**src/include/i2ms_regs.svh**
```systemverilog
// timing counts, field positions and reset values of the i2c master sequencer
// assumes a single system clock; all counts are in system clock cycles
`ifndef I2MS_REGS_SVH
`define I2MS_REGS_SVH
`define I2MS_CLK_PERIOD_NS 10
`define I2MS_SCL_PERIOD_NS 10000
// quarter scl period, rounded down
`define I2MS_QUARTER_CYC ((`I2MS_SCL_PERIOD_NS) / (4 * `I2MS_CLK_PERIOD_NS))
`define I2MS_BYTE_W 8
`define I2MS_FIFO_DEPTH 8
`define I2MS_RW_BIT 0
`define I2MS_TEN_PREFIX 5'h1e
`define I2MS_TX_DATA_EMPTY_RST 1'b1
`endif

```
**src/include/i2ms_pkg.sv**
```systemverilog
// types shared by the i2c master sequencer
// assumes nothing beyond a systemverilog compiler
package i2ms_pkg;
   // sequencer states
   typedef enum logic [2:0] {
      ST_IDLE = 3'b000,
      ST_START = 3'b001,
      ST_SEND = 3'b010,
      ST_ACK = 3'b011,
      ST_WAIT = 3'b100,
      ST_STOP = 3'b101,
      ST_RESTART = 3'b110
   } i2ms_state_t;
   // quarter-period phase within one scl cycle
   typedef logic [1:0] i2ms_phase_t;
endpackage : i2ms_pkg

```
**src/core/i2ms_seq.sv**
```systemverilog
// i2c master transaction sequencer with its transmit data fifo
// assumes open-drain sda/scl resolved outside, a pull-up when released,
// and control bits driven by logic on clk_sys
//
// Summary of operation
// - irq while enabled, tx irq enabled, data empty
// - 7-bit first byte: address high, bit0 direction
// - data copied into shift register after start
// - after first bit shifted, set data empty
// - sample sda in ack high phase
// - unrequested nack sets flag, clears ack, waits
// - stop after nack clears stop and flag
// - no nack flag when stop/start requested
// - final byte ends in stop or restart
// - stop request clears only after stop sent
// - after probe ack status reflects slave answer
// - 10-bit first byte bit0 clear, then start
// - 10-bit second byte loaded after first ack
// - tx irq per byte; last byte stop/restart
// - no start until requested and data written
// - data write clears data empty
// - stall before ack while data empty
// - 10-bit first byte pattern 11110 plus msbs
`timescale 1ns/1ns
`include "i2ms_regs.svh"

module i2ms_fifo #(
   parameter int WIDTH = 8,
   parameter int DEPTH = 8
) (
   input wire logic clk_sys,
   input wire logic reset,
   input wire logic flush,
   input wire logic in_valid,
   output logic in_ready,
   input wire logic [WIDTH-1:0] in_data,
   output logic out_valid,
   input wire logic out_ready,
   output logic [WIDTH-1:0] out_data
);
   localparam int AW = $clog2(DEPTH);
   logic [WIDTH-1:0] mem [DEPTH]; // storage words
   logic [AW-1:0] rd_reg; // read pointer
   logic [AW-1:0] wr_reg; // write pointer
   logic [AW:0] cnt_reg; // words held
   logic ready_reg; // not full; kept in a flop so the ready port is registered
   logic push;
   logic pop;

   // handshakes on both sides
   assign in_ready = ready_reg;
   assign out_valid = (cnt_reg != '0);
   assign out_data = mem[rd_reg];
   assign push = in_valid & in_ready;
   assign pop = out_valid & out_ready;

   // storage write, no reset needed
   always_ff @(posedge clk_sys) begin
      if (push) begin
         mem[wr_reg] <= in_data;
      end
   end

   // pointers and count; flush drops stale data
   always_ff @(posedge clk_sys) begin
      if (reset || flush) begin
         rd_reg <= '0;
         wr_reg <= '0;
         cnt_reg <= '0;
         ready_reg <= 1'b1;
      end else begin
         if (push) begin
            wr_reg <= (wr_reg == AW'(DEPTH - 1)) ? '0 : wr_reg + 1'b1;
         end
         if (pop) begin
            rd_reg <= (rd_reg == AW'(DEPTH - 1)) ? '0 : rd_reg + 1'b1;
         end
         if (push && !pop) begin
            cnt_reg <= cnt_reg + 1'b1;
            // the last free word is being taken
            ready_reg <= (cnt_reg != (AW + 1)'(DEPTH - 1));
         end else if (pop && !push) begin
            cnt_reg <= cnt_reg - 1'b1;
            ready_reg <= 1'b1;
         end
      end
   end
endmodule : i2ms_fifo

module i2ms_seq #(
   parameter int QUARTER_CYC = `I2MS_QUARTER_CYC,
   parameter int FIFO_DEPTH = `I2MS_FIFO_DEPTH
) (
   input wire logic clk_sys,
   input wire logic reset,
   input wire logic controller_enable,
   input wire logic tx_irq_enable,
   input wire logic start_set,
   input wire logic stop_set,
   input wire logic flush,
   input wire logic data_wr,
   input wire logic [7:0] data_wdata,
   output logic data_wready,
   output logic start_req,
   output logic stop_req,
   output logic tx_data_empty,
   output logic ack_status,
   output logic nack_irq_flag,
   output logic ten_bit_addr,
   output logic busy,
   output logic irq,
   input wire logic sda_in,
   output logic sda_out,
   output logic sda_oe,
   output logic scl_out,
   output logic scl_oe
);
   i2ms_pkg::i2ms_state_t state_reg; // sequencer state
   i2ms_pkg::i2ms_phase_t ph_reg; // quarter phase
   logic [2:0] bit_reg; // bit being sent
   logic [7:0] shift_reg; // outgoing byte
   logic [15:0] div_reg; // quarter-period divider
   logic tick; // one-cycle quarter enable
   logic sda_s1_reg; // synchroniser stage one
   logic sda_s2_reg; // synchronised sda
   logic start_reg; // start request
   logic stop_reg; // stop request
   logic tx_data_empty_reg; // data register empty
   logic ack_reg; // last ack seen
   logic nack_reg; // nack waiting for software
   logic ten_reg; // first byte was 10-bit prefix
   logic irq_reg; // interrupt line
   logic busy_reg; // transaction in progress
   logic sda_oe_reg; // pulling sda low
   logic scl_oe_reg; // pulling scl low
   logic f_valid; // fifo holds a byte
   logic [7:0] f_data; // fifo head
   logic f_pop; // take head into shift register
   logic stall; // hold before ack clock
   logic ack_end; // last quarter of ack bit
   logic sent_start; // start condition on the wire

   // true when a byte carries the 10-bit address prefix
   function automatic logic is_ten_prefix(input logic [7:0] b);
      is_ten_prefix = (b[7:3] == `I2MS_TEN_PREFIX);
   endfunction : is_ten_prefix

   // data register as a fifo; ready back-pressures the writer
   i2ms_fifo #(
      .WIDTH(`I2MS_BYTE_W),
      .DEPTH(FIFO_DEPTH)
   ) u_fifo (
      .clk_sys(clk_sys),
      .reset(reset),
      .flush(flush),
      .in_valid(data_wr),
      .in_ready(data_wready),
      .in_data(data_wdata),
      .out_valid(f_valid),
      .out_ready(f_pop),
      .out_data(f_data)
   );

   // stall only when more data is expected
   assign stall = !f_valid && !start_reg && !stop_reg;
   assign ack_end = tick && state_reg == i2ms_pkg::ST_ACK && ph_reg == 2'h3;
   assign sent_start = tick && state_reg == i2ms_pkg::ST_START && ph_reg == 2'h1;
   // head is taken at start end or after an ack that continues
   assign f_pop = f_valid && tick && ph_reg == 2'h3 &&
      (state_reg == i2ms_pkg::ST_START ||
       (state_reg == i2ms_pkg::ST_ACK && (ack_reg || start_reg || stop_reg) &&
        !start_reg && !stop_reg));

   // quarter-period divider; free running keeps it simple
   always_ff @(posedge clk_sys) begin
      if (reset) begin
         div_reg <= '0;
         tick <= 1'b0;
      end else if (div_reg == 16'(QUARTER_CYC - 1)) begin
         div_reg <= '0;
         tick <= 1'b1;
      end else begin
         div_reg <= div_reg + 16'h0001;
         tick <= 1'b0;
      end
   end

   // sda comes from the wire, two stages before use
   always_ff @(posedge clk_sys) begin
      if (reset) begin
         sda_s1_reg <= 1'b1;
         sda_s2_reg <= 1'b1;
      end else begin
         sda_s1_reg <= sda_in;
         sda_s2_reg <= sda_s1_reg;
      end
   end

   // start and stop requests; set wins over a clear
   always_ff @(posedge clk_sys) begin
      if (reset || !controller_enable) begin
         start_reg <= 1'b0;
         stop_reg <= 1'b0;
      end else begin
         if (start_set) begin
            start_reg <= 1'b1;
         end else if (sent_start) begin
            start_reg <= 1'b0;
         end
         if (stop_set) begin
            stop_reg <= 1'b1;
         end else if (tick && state_reg == i2ms_pkg::ST_STOP && ph_reg == 2'h3) begin
            stop_reg <= 1'b0;
         end
      end
   end

   // status flags
   always_ff @(posedge clk_sys) begin
      if (reset) begin
         tx_data_empty_reg <= `I2MS_TX_DATA_EMPTY_RST;
         ack_reg <= 1'b0;
         nack_reg <= 1'b0;
         ten_reg <= 1'b0;
      end else begin
         // empty after first bit leaves, or after a flush
         if ((tick && state_reg == i2ms_pkg::ST_SEND && ph_reg == 2'h3 &&
              bit_reg == 3'h7 && !f_valid) || flush) begin
            tx_data_empty_reg <= 1'b1;
         end else if (data_wr && data_wready) begin
            tx_data_empty_reg <= 1'b0;
         end
         // slave pulls sda low in the high quarter
         if (tick && state_reg == i2ms_pkg::ST_ACK && ph_reg == 2'h2) begin
            ack_reg <= !sda_s2_reg;
         end
         // nack only counts if no end was requested
         if (ack_end && !ack_reg && !start_reg && !stop_reg) begin
            nack_reg <= 1'b1;
         end else if ((tick && state_reg == i2ms_pkg::ST_STOP && ph_reg == 2'h3) ||
                      sent_start) begin
            nack_reg <= 1'b0;
         end
         // remember whether the first address byte was 10-bit
         if (f_pop && state_reg == i2ms_pkg::ST_START) begin
            ten_reg <= is_ten_prefix(f_data);
         end
      end
   end

   // interrupt and busy level
   always_ff @(posedge clk_sys) begin
      if (reset) begin
         irq_reg <= 1'b0;
         busy_reg <= 1'b0;
      end else begin
         irq_reg <= controller_enable && ((tx_irq_enable && tx_data_empty_reg) || nack_reg);
         busy_reg <= state_reg != i2ms_pkg::ST_IDLE;
      end
   end

   // bus sequencer, one step per quarter period
   always_ff @(posedge clk_sys) begin
      if (reset || !controller_enable) begin
         state_reg <= i2ms_pkg::ST_IDLE;
         ph_reg <= 2'h0;
         bit_reg <= 3'h7;
         shift_reg <= 8'h00;
         sda_oe_reg <= 1'b0;
         scl_oe_reg <= 1'b0;
      end else if (tick) begin
         ph_reg <= ph_reg + 2'h1;
         case (state_reg)
            i2ms_pkg::ST_IDLE: begin
               sda_oe_reg <= 1'b0;
               scl_oe_reg <= 1'b0;
               ph_reg <= 2'h0;
               if (start_reg && f_valid) begin
                  state_reg <= i2ms_pkg::ST_START;
               end
            end
            i2ms_pkg::ST_START: begin
               if (ph_reg == 2'h1) begin
                  sda_oe_reg <= 1'b1; // sda falls while scl high
               end else if (ph_reg == 2'h2) begin
                  scl_oe_reg <= 1'b1;
               end else if (ph_reg == 2'h3) begin
                  if (f_valid) begin
                     shift_reg <= f_data;
                     bit_reg <= 3'h7;
                     state_reg <= i2ms_pkg::ST_SEND;
                  end else begin
                     ph_reg <= 2'h3; // restart waits for data
                  end
               end
            end
            i2ms_pkg::ST_SEND: begin
               if (ph_reg == 2'h0) begin
                  sda_oe_reg <= !shift_reg[7]; // msb first
               end else if (ph_reg == 2'h1) begin
                  scl_oe_reg <= 1'b0;
               end else if (ph_reg == 2'h3) begin
                  scl_oe_reg <= 1'b1;
                  shift_reg <= {shift_reg[6:0], 1'b0};
                  bit_reg <= bit_reg - 3'h1;
                  if (bit_reg == 3'h0) begin
                     state_reg <= i2ms_pkg::ST_ACK;
                  end
               end
            end
            i2ms_pkg::ST_ACK: begin
               if (ph_reg == 2'h0) begin
                  sda_oe_reg <= 1'b0; // let the slave answer
                  if (stall) begin
                     ph_reg <= 2'h0;
                  end
               end else if (ph_reg == 2'h1) begin
                  scl_oe_reg <= 1'b0;
               end else if (ph_reg == 2'h3) begin
                  scl_oe_reg <= 1'b1;
                  if (!ack_reg && !start_reg && !stop_reg) begin
                     state_reg <= i2ms_pkg::ST_WAIT;
                  end else if (stop_reg) begin
                     state_reg <= i2ms_pkg::ST_STOP;
                  end else if (start_reg) begin
                     state_reg <= i2ms_pkg::ST_RESTART;
                  end else if (f_valid) begin
                     shift_reg <= f_data;
                     bit_reg <= 3'h7;
                     state_reg <= i2ms_pkg::ST_SEND;
                  end else begin
                     ph_reg <= 2'h3; // flushed under us: hold
                  end
               end
            end
            i2ms_pkg::ST_WAIT: begin
               ph_reg <= 2'h0;
               if (stop_reg) begin
                  state_reg <= i2ms_pkg::ST_STOP;
               end else if (start_reg) begin
                  state_reg <= i2ms_pkg::ST_RESTART;
               end
            end
            i2ms_pkg::ST_STOP: begin
               if (ph_reg == 2'h0) begin
                  sda_oe_reg <= 1'b1;
               end else if (ph_reg == 2'h1) begin
                  scl_oe_reg <= 1'b0;
               end else if (ph_reg == 2'h2) begin
                  sda_oe_reg <= 1'b0; // sda rises while scl high
               end else begin
                  state_reg <= i2ms_pkg::ST_IDLE;
               end
            end
            i2ms_pkg::ST_RESTART: begin
               if (ph_reg == 2'h0) begin
                  sda_oe_reg <= 1'b0;
               end else if (ph_reg == 2'h1) begin
                  scl_oe_reg <= 1'b0;
               end else if (f_valid) begin
                  state_reg <= i2ms_pkg::ST_START;
                  ph_reg <= 2'h1; // next quarter pulls sda
               end else begin
                  ph_reg <= 2'h2;
               end
            end
            default: begin
               state_reg <= i2ms_pkg::ST_IDLE;
            end
         endcase
      end
   end

   // outputs straight from flip-flops; pins only ever pull low
   assign start_req = start_reg;
   assign stop_req = stop_reg;
   assign tx_data_empty = tx_data_empty_reg;
   assign ack_status = ack_reg;
   assign nack_irq_flag = nack_reg;
   assign ten_bit_addr = ten_reg;
   assign busy = busy_reg;
   assign irq = irq_reg;
   assign sda_out = 1'b0;
   assign scl_out = 1'b0;
   assign sda_oe = sda_oe_reg;
   assign scl_oe = scl_oe_reg;
endmodule : i2ms_seq

```
**config.mk**
```make
export PLATFORM = sky130hd
export DESIGN_NAME = i2ms_seq
export DESIGN_NICKNAME = d
export VERILOG_FILES = /design/src/include/i2ms_pkg.sv /design/src/core/i2ms_seq.sv
export VERILOG_INCLUDE_DIRS = /design/src /design/src/include
export SDC_FILE = /design/constraint.sdc
export NUM_CORES = 1
export LEC_CHECK = 0
export ABC_CLOCK_PERIOD_IN_PS = 4050
export BUFFER_PORTS_ARGS = -buffer_cell sky130_fd_sc_hd__buf_4
export CAP_MARGIN = 5
export CORE_AREA = 2 2 122 124
export CTS_CLUSTER_DIAMETER = 100
export CTS_CLUSTER_SIZE = 12
export DETAILED_ROUTE_END_ITERATION = 12
export DIE_AREA = 0 0 124 126
export PLACE_DENSITY = 0.56
export SYNTH_ARGS = -nofsm -noshare
export SYNTH_HDL_FRONTEND = slang
export SYNTH_SLANG_ARGS = --single-unit
```
**constraint.sdc**
```tcl
create_clock -name clk_sys -period 4.05 [get_ports clk_sys]
set_input_delay 0.6075 -clock clk_sys [delete_from_list [all_inputs] [get_ports clk_sys]]
set_output_delay 0.6075 -clock clk_sys [all_outputs]
set_load 0.005 [all_outputs]
```
Word-level counts from Yosys, hierarchy flattened
Memories as Yosys holds them, arrays and structs flattened. A register that Yosys moved wholly into a read port is not among the register bits.
Index checks and enable logic that the tools add are counted.
- input port bits: 17
- memories: 1
- logic and storage cells: 247
- output and inout bits: 13
- RAM bits: 64
- bits in registers: 56
- memories (memory ; words ; width ; read ports ; clocked after memory_dff ; write ports ; line ; RTL):
    u_fifo.mem ; 8 ; 8 ; 1 ; 1 ; 1 ; i2ms_seq.sv:42 ; logic [WIDTH-1:0] mem [DEPTH];
- bitwise operators: 2
- reduce and logical (&&, ||, !) cells: 70
- add/subtract/negate cells: 7
- muxes and demuxes: 99
- eq/ne operators: 46
- operators with widths (operator ; count):
    3-bit two-way mux ; 40
    8-bit two-way mux ; 13
    2-bit inequality test (second input constant) ; 18
    1-bit logical AND ; 31
    2-bit two-way mux ; 14
    1-bit two-way mux ; 24
    8-bit one-hot mux with 3 select lines ; 1
    3-bit one-hot mux with 7 select lines ; 1
    19-bit AND reduction ; 1
    3-bit == test (second input constant) ; 6
    2-bit by 1-bit inequality test with 1-bit output (second input constant) ; 9
    16-bit by 1-bit adder with 16-bit output (second input constant) ; 1
    16-bit by 8-bit == test with 1-bit output (second input constant) ; 1
    14-bit AND reduction ; 1
    2-bit OR reduction ; 6
    1-bit logical NOT ; 9
    3-bit one-hot mux with 3 select lines ; 1
    1-bit logical OR ; 8
    4-bit two-way mux ; 2
    2-bit one-hot mux with 4 select lines ; 1
    8-bit AND reduction ; 1
    2-bit nonzero test ; 4
    4-bit nonzero test ; 2
    7-bit AND reduction ; 1
    other kinds (21) ; 28

Depth between registers and ports, before layout
- word-level depth: 11
- depth in mapped cells: 13
- mapped depth without buffers: 12

Modules after synthesis
Synthesis repeated with hierarchy kept, for this count alone.
- cells, all modules: 504
- area, all modules: 5754.3 sq um
- modules (own cells, without submodules) (module ; cells each ; area an instance (sq um) ; sequential area each (sq um) ; times used):
    i2ms_fifo ; 180 ; 3209.3 ; 2202.1 ; 1
    i2ms_seq ; 324 ; 2544.9 ; 900.9 ; 1

Least setup slack after synthesis
Ideal clock, no wire load.
- path type: register to register
- from: register start_reg (netlist: start_req)
- to: register u_fifo.cnt_reg[3]
- slack: 851 ps
- library setup time: 128 ps
- buffers on the path: 1
- arrival: 3072 ps
- period minus slack after synthesis: 3199 ps
- cell stages (with the launch flop): 13
- required time: 3922 ps
- cells stage by stage: dfxtp_1 buf_2 or3b_1 a211o_1 nor3_2 inv_1 ha_1 inv_1 ha_1 a31o_2 a2111oi_0 xnor2_1 nor2_1
- longest elaborated chain between the ends: 11
- elaborated cells between the ends (all ways): 14
- classes of those cells: mux: 1; bitwise: 1; reduce/logical: 12
- ends and longest elaborated chain (what ; line ; RTL):
    from (decl) ; i2ms_seq.sv:126 ; logic start_reg;
    from (signal assigned) ; i2ms_seq.sv:202 ; start_reg <= 1'b0;
    from (signal assigned) ; i2ms_seq.sv:206 ; start_reg <= 1'b1;
    from (signal assigned) ; i2ms_seq.sv:208 ; start_reg <= 1'b0;
    1-bit logical OR (2 in series) ; i2ms_seq.sv:171 ; (state_reg == i2ms_pkg::ST_ACK && (ack_reg || start_reg || stop_reg) &&
    1-bit logical AND ; i2ms_seq.sv:171 ;
    1-bit logical AND * ; i2ms_seq.sv:171 ;
    1-bit logical AND * ; i2ms_seq.sv:172 ; !start_reg && !stop_reg));
    1-bit logical OR * ; i2ms_seq.sv:170 ; (state_reg == i2ms_pkg::ST_START ||
    1-bit logical AND * ; i2ms_seq.sv:169 ; assign f_pop = f_valid && tick && ph_reg == 2'h3 &&
    1-bit bitwise AND * ; i2ms_seq.sv:55 ; assign pop = out_valid & out_ready;
    1-bit logical NOT ; i2ms_seq.sv:78 ; if (push && !pop) begin
    1-bit logical AND ; i2ms_seq.sv:78 ;
    4-bit two-way mux or 2-bit nonzero test (tied branches) ; -- ;
    to (signal assigned) ; i2ms_seq.sv:79 ; cnt_reg <= cnt_reg + 1'b1;
    to (signal assigned) ; i2ms_seq.sv:83 ; cnt_reg <= cnt_reg - 1'b1;
    to (decl) ; i2ms_seq.sv:45 ; logic [AW:0] cnt_reg;
Mark *: on every way between the ends. The rest lies on a longest branch, timed or not.
A chain may end at the register's enable or synchronous reset.

Worst setup path after layout
- from: register ack_reg (netlist: ack_status)
- to: register u_fifo.cnt_reg[3]
- longest elaborated chain between the ends: 11
- elaborated cells between the ends (all ways): 13
- classes of those cells: mux: 1; bitwise: 1; reduce/logical: 11
- ends and longest elaborated chain (what ; line ; RTL):
    from (decl) ; i2ms_seq.sv:129 ; logic ack_reg;
    from (signal assigned) ; i2ms_seq.sv:235 ; ack_reg <= !sda_s2_reg;
    1-bit logical OR * (2 in series) ; i2ms_seq.sv:171 ;
    1-bit logical AND * (2 in series) ; i2ms_seq.sv:171 ;
    1-bit logical AND * ; i2ms_seq.sv:172 ;
    1-bit logical OR * ; i2ms_seq.sv:170 ;
    1-bit logical AND * ; i2ms_seq.sv:169 ;
    1-bit bitwise AND * ; i2ms_seq.sv:55 ;
    1-bit logical NOT ; i2ms_seq.sv:78 ;
    1-bit logical AND ; i2ms_seq.sv:78 ;
    4-bit two-way mux or 2-bit nonzero test (tied branches) ; -- ;
Marks and branches as above.

==> metrics.md <==
| Metric | Value |
|---|---|
| Status | `completed` |
| DR vias | `3868` |
| Yosys reg bits | `123` |
| Via density | `5.463` |
| Crit-path cells | `or3b_1 -> a211o_1 -> nor3_2 -> inv_1 -> ha_1 -> inv_1 -> ha_1 -> a31o_2 -> a2111oi_0 -> xnor2_1 -> nor2_1` |
| Primary FF master, synth | `edfxtp_1` |
| Inst Count DP | `676` |
| Critical path capture point type | `flip-flop` |
| Number of port buffers | `27` |
| DIE WIDTH | `124 um` |
| Max Cap Viol | `0` |
| Core area | `14310 um2` |
| CTS H-tree lvls | `4` |
| Min-Delay Path Class | `in -> reg` |
| Synth Area per Inst | `11.50 um2` |
| Post-route setup TNS | `0 ns` |
| Sinks on Clock Net | `123` |
| Total chip power | `3.003 mW` |
| RSZ-0062 raised after global routing | `no` |
| CTS Buf Count | `17` |
| Crit-path leading delay family | `compound AO/OA/AOI/OAI gates` |
| CP max FO | `7` |
| Critical path arrival | `3.91 ns` |
| Worst Path Required | `4.34 ns` |
| Critical Path Stages | `11` |
| Reg-to-reg endpoint | `u_fifo.cnt_reg[3]$_SDFFE_PP0P_` |
| DR pass1 iterations | `6` |
| Final cell count without fillers | `708` |
| Antenna diodes | `0` |
| Cell count after synthesis | `488` |
| Critical Path Start Type | `flip-flop` |
| Worst-margin pin slew | `0.9407 ns` |
| Pre-CTS WS | `0.4982 ns` |
| Worst setup path start | `ack_status$_SDFFE_PP0P_` |
| Largest register FFs | `64` |
| First-pass GRT wire length | `20.09 mm` |
| Slowest CP cell | `a2111oi_0` |
| Area delta synth->final | `17.54%` |
| Area of the multi-input gates | `2326 um2` |
| Asr flop ratio synth | `0%` |
| Post-CTS setup buffers | `0` |
| Share of post-route cells with drive strength above 1 | `18.70%` |
| Synth cell types | `65` |
| Die area | `15620 um2` |
| Final hold vios | `0` |
| Slew headroom | `37.06%` |
| Final setup violation count | `0` |
| Max stage delay on crit path | `0.65 ns` |
| Final min period | `3.614 ns` |
| Core Rows | `44` |
| Nets | `545` |
| CTS max path bufs | `2` |
| Synthesized area | `5613 um2` |
| Crit path buffers/inverters | `2` |
| CTS root buf | `clkbuf_16` |
| Overflow after GRT | `0` |
| Die Y-Extent | `126 um` |
| Post-DP HPWL | `8.334 mm` |
| Reg area | `3103 um2` |
| EDFF count, synth | `64` |
| R2r setup slk | `0.44 ns` |
| Power Density | `455.2 nW/um2` |
| Fin. max-slew vios | `0` |
| Critical path class | `reg -> reg` |
| Worst r2r src | `ack_status$_SDFFE_PP0P_` |
| Final Instance Area | `6598 um2` |
| DRT antenna net count | `0` |
| Routability cong. | `0.9081` |
| Initial antenna violation count | `0` |
| Gr usage total | `17.13%` |
| Initial Util | `39.21%` |
| Wirelength, routed | `12.46 mm` |
| CTS tree | `done` |
| Max Clk Rate | `276.7 MHz` |
| Worst Setup Slack, final | `0.4361 ns` |
| Worst R2R Path Depth | `11` |
| WL/cell | `17.59 um` |
| Placed cell areas | `5989 um2` |
| Register area share after synthesis | `55.28%` |
| # resized after CTS | `0` |
| Clk_skew | `0.006958 ns` |
| P_leak | `2.330 nW` |
| Pin count of the biggest net entering global routing | `28` |
| Initial DRC Count | `353` |
| CTS Hold Buffers Added | `0` |
| Yosys warns | `0` |
| Boundary Pins | `30` |
| # DRC | `0` |
| Fillers | `1293` |
| Reg clk slew, reported paths | `0.06 ns` |
| Tcrit/Tclk final | `89.23%` |
| Latest clock arrival within the worst-skew pair | `0.41 ns` |
| Vias in the first global route | `3868` |
| Max rail drop VDD | `0.3040 mV` |
| Worst setup endpoint | `u_fifo.cnt_reg[3]$_SDFFE_PP0P_` |
[Yosys cell counts, drive strengths merged, types with 3 or more instances]
| library cell | number | area [um2] |
|---|---|---|
| nor2 | 47 | 176.4 |
| xor2 | 12 | 105.1 |
| a211oi | 3 | 22.52 |
| a31oi | 6 | 37.54 |
| clkbuf | 18 | 67.56 |
| nand2 | 34 | 127.6 |
| and3 | 8 | 50.05 |
| or2 | 4 | 25.02 |
| a211o | 3 | 26.28 |
| nor2b | 4 | 25.02 |
| nand3b | 3 | 22.52 |
| nor4 | 7 | 50.05 |
| dfxtp | 59 | 1181 |
| nand4 | 6 | 37.54 |
| a32oi | 3 | 26.28 |
| edfxtp | 64 | 1922 |
| and4 | 3 | 26.28 |
| nor3b | 3 | 27.52 |
| o21ai | 20 | 100.1 |
| or3 | 3 | 18.77 |
| nand3 | 10 | 50.05 |
| inv | 18 | 67.57 |
| o31ai | 5 | 37.54 |
| a21oi | 25 | 125.1 |
| nand2b | 10 | 62.56 |
| xnor2 | 6 | 52.55 |
| nor3 | 10 | 55.05 |
| mux4 | 16 | 360.4 |
| ha | 17 | 212.7 |
| buf | 14 | 78.82 |
| o22ai | 4 | 31.28 |
| mux2i | 12 | 120.1 |
[power by group]
part / internal, mW / total (mW) / switching, mW
Clock: 1.03 / 1.56 / 0.534
Sequential: 1.33 / 1.34 / 0.0120
Combinational: 0.0445 / 0.105 / 0.0607
[cell families after synthesis]
kind of cell / after synthesis / synth area share (%)
other: 1 / 0.06681
adders and majority gates: 17 / 3.789
DFF: 123 / 55.28
xor gates and xnor gates: 18 / 2.809
and+or+nand+nor: 160 / 14.60
AOI/OAI and AO/OA: 89 / 10.68
muxes: 30 / 8.961
buffers and inverters: 50 / 3.812
[cell usage in the layout (no fill, tap or decap), drive strengths merged, types with 3 or more instances in the layout]
master	count
edfxtp	64
dfxtp	59
nor2	47
buf	35
nand2	34
a21oi	25
clkbuf	20
o21ai	20
inv	19
ha	17
mux4	16
xor2	12
mux2i	12
nand2b	10
nand3	10
nor3	10
and3	8
nor4	7
xnor2	6
nand4	6
a31oi	6
o31ai	5
clkinv	5
or2	4
nor2b	4
bufinv	4
o22ai	4
a211o	3
and4	3
a32oi	3
a211oi	3
nand3b	3
or3	3
nor3b	3
[how the worst min path moves through the flow]
stage / slack, ns / cells after the start / startpoint / endpoint
floorplan: 0.39 / 1 / sda_s1_reg$_SDFF_PP1_ / sda_s2_reg$_SDFF_PP1_
global placement: 0.39 / 1 / sda_s1_reg$_SDFF_PP1_ / sda_s2_reg$_SDFF_PP1_
detailed placement: 0.40 / 1 / sda_s1_reg$_SDFF_PP1_ / sda_s2_reg$_SDFF_PP1_
CTS: 0.36 / 2 / sda_in / sda_s1_reg$_SDFF_PP1_
global route: 0.36 / 2 / sda_in / sda_s1_reg$_SDFF_PP1_
finish: 0.38 / 2 / sda_in / sda_s1_reg$_SDFF_PP1_
[stage by stage]
stage / utilization, % / hold WS (ns)
CTS: 46.09 / 0.3605
floorplan: - / 0.3895
global placement: 41.84 / 0.3933
detailed placement: 41.84 / 0.3986
global route: 46.09 / 0.3572
finish: 46.09 / 0.3806
[metal layers]
| metal | GRT usage (%) | vias to the layer above | wire [um] |
|---|---|---|---|
| li1 | - | 1840 | - |
| met1 | 20.98 | 1911 | 5475 |
| met2 | 28.41 | 105 | 6289 |
| met3 | 4.891 | 12 | 511 |
| met4 | 6.675 | 0 | 180 |
| met5 | 0 | - | 0 |
[final cells by class]
type	instances	area share, %
clock buffer	20	6.619
clock inverter	12	2.598
timing repair buffer	35	3.983
multi-input combinational	316	35.26
inverter	18	1.024
sequential	123	47.03
tap	184	3.489
[worst reg2reg max path, delay by kind of cell (launching register included)]
kind	cells	cell delay, ns
buf+inv	2	0.22
compound gates	3	1.27
xor+xnor	1	0.19
simple gates	3	0.84
flops	1	0.44
fa+ha+maj	2	0.55
(Power assumes the default switching activity.)
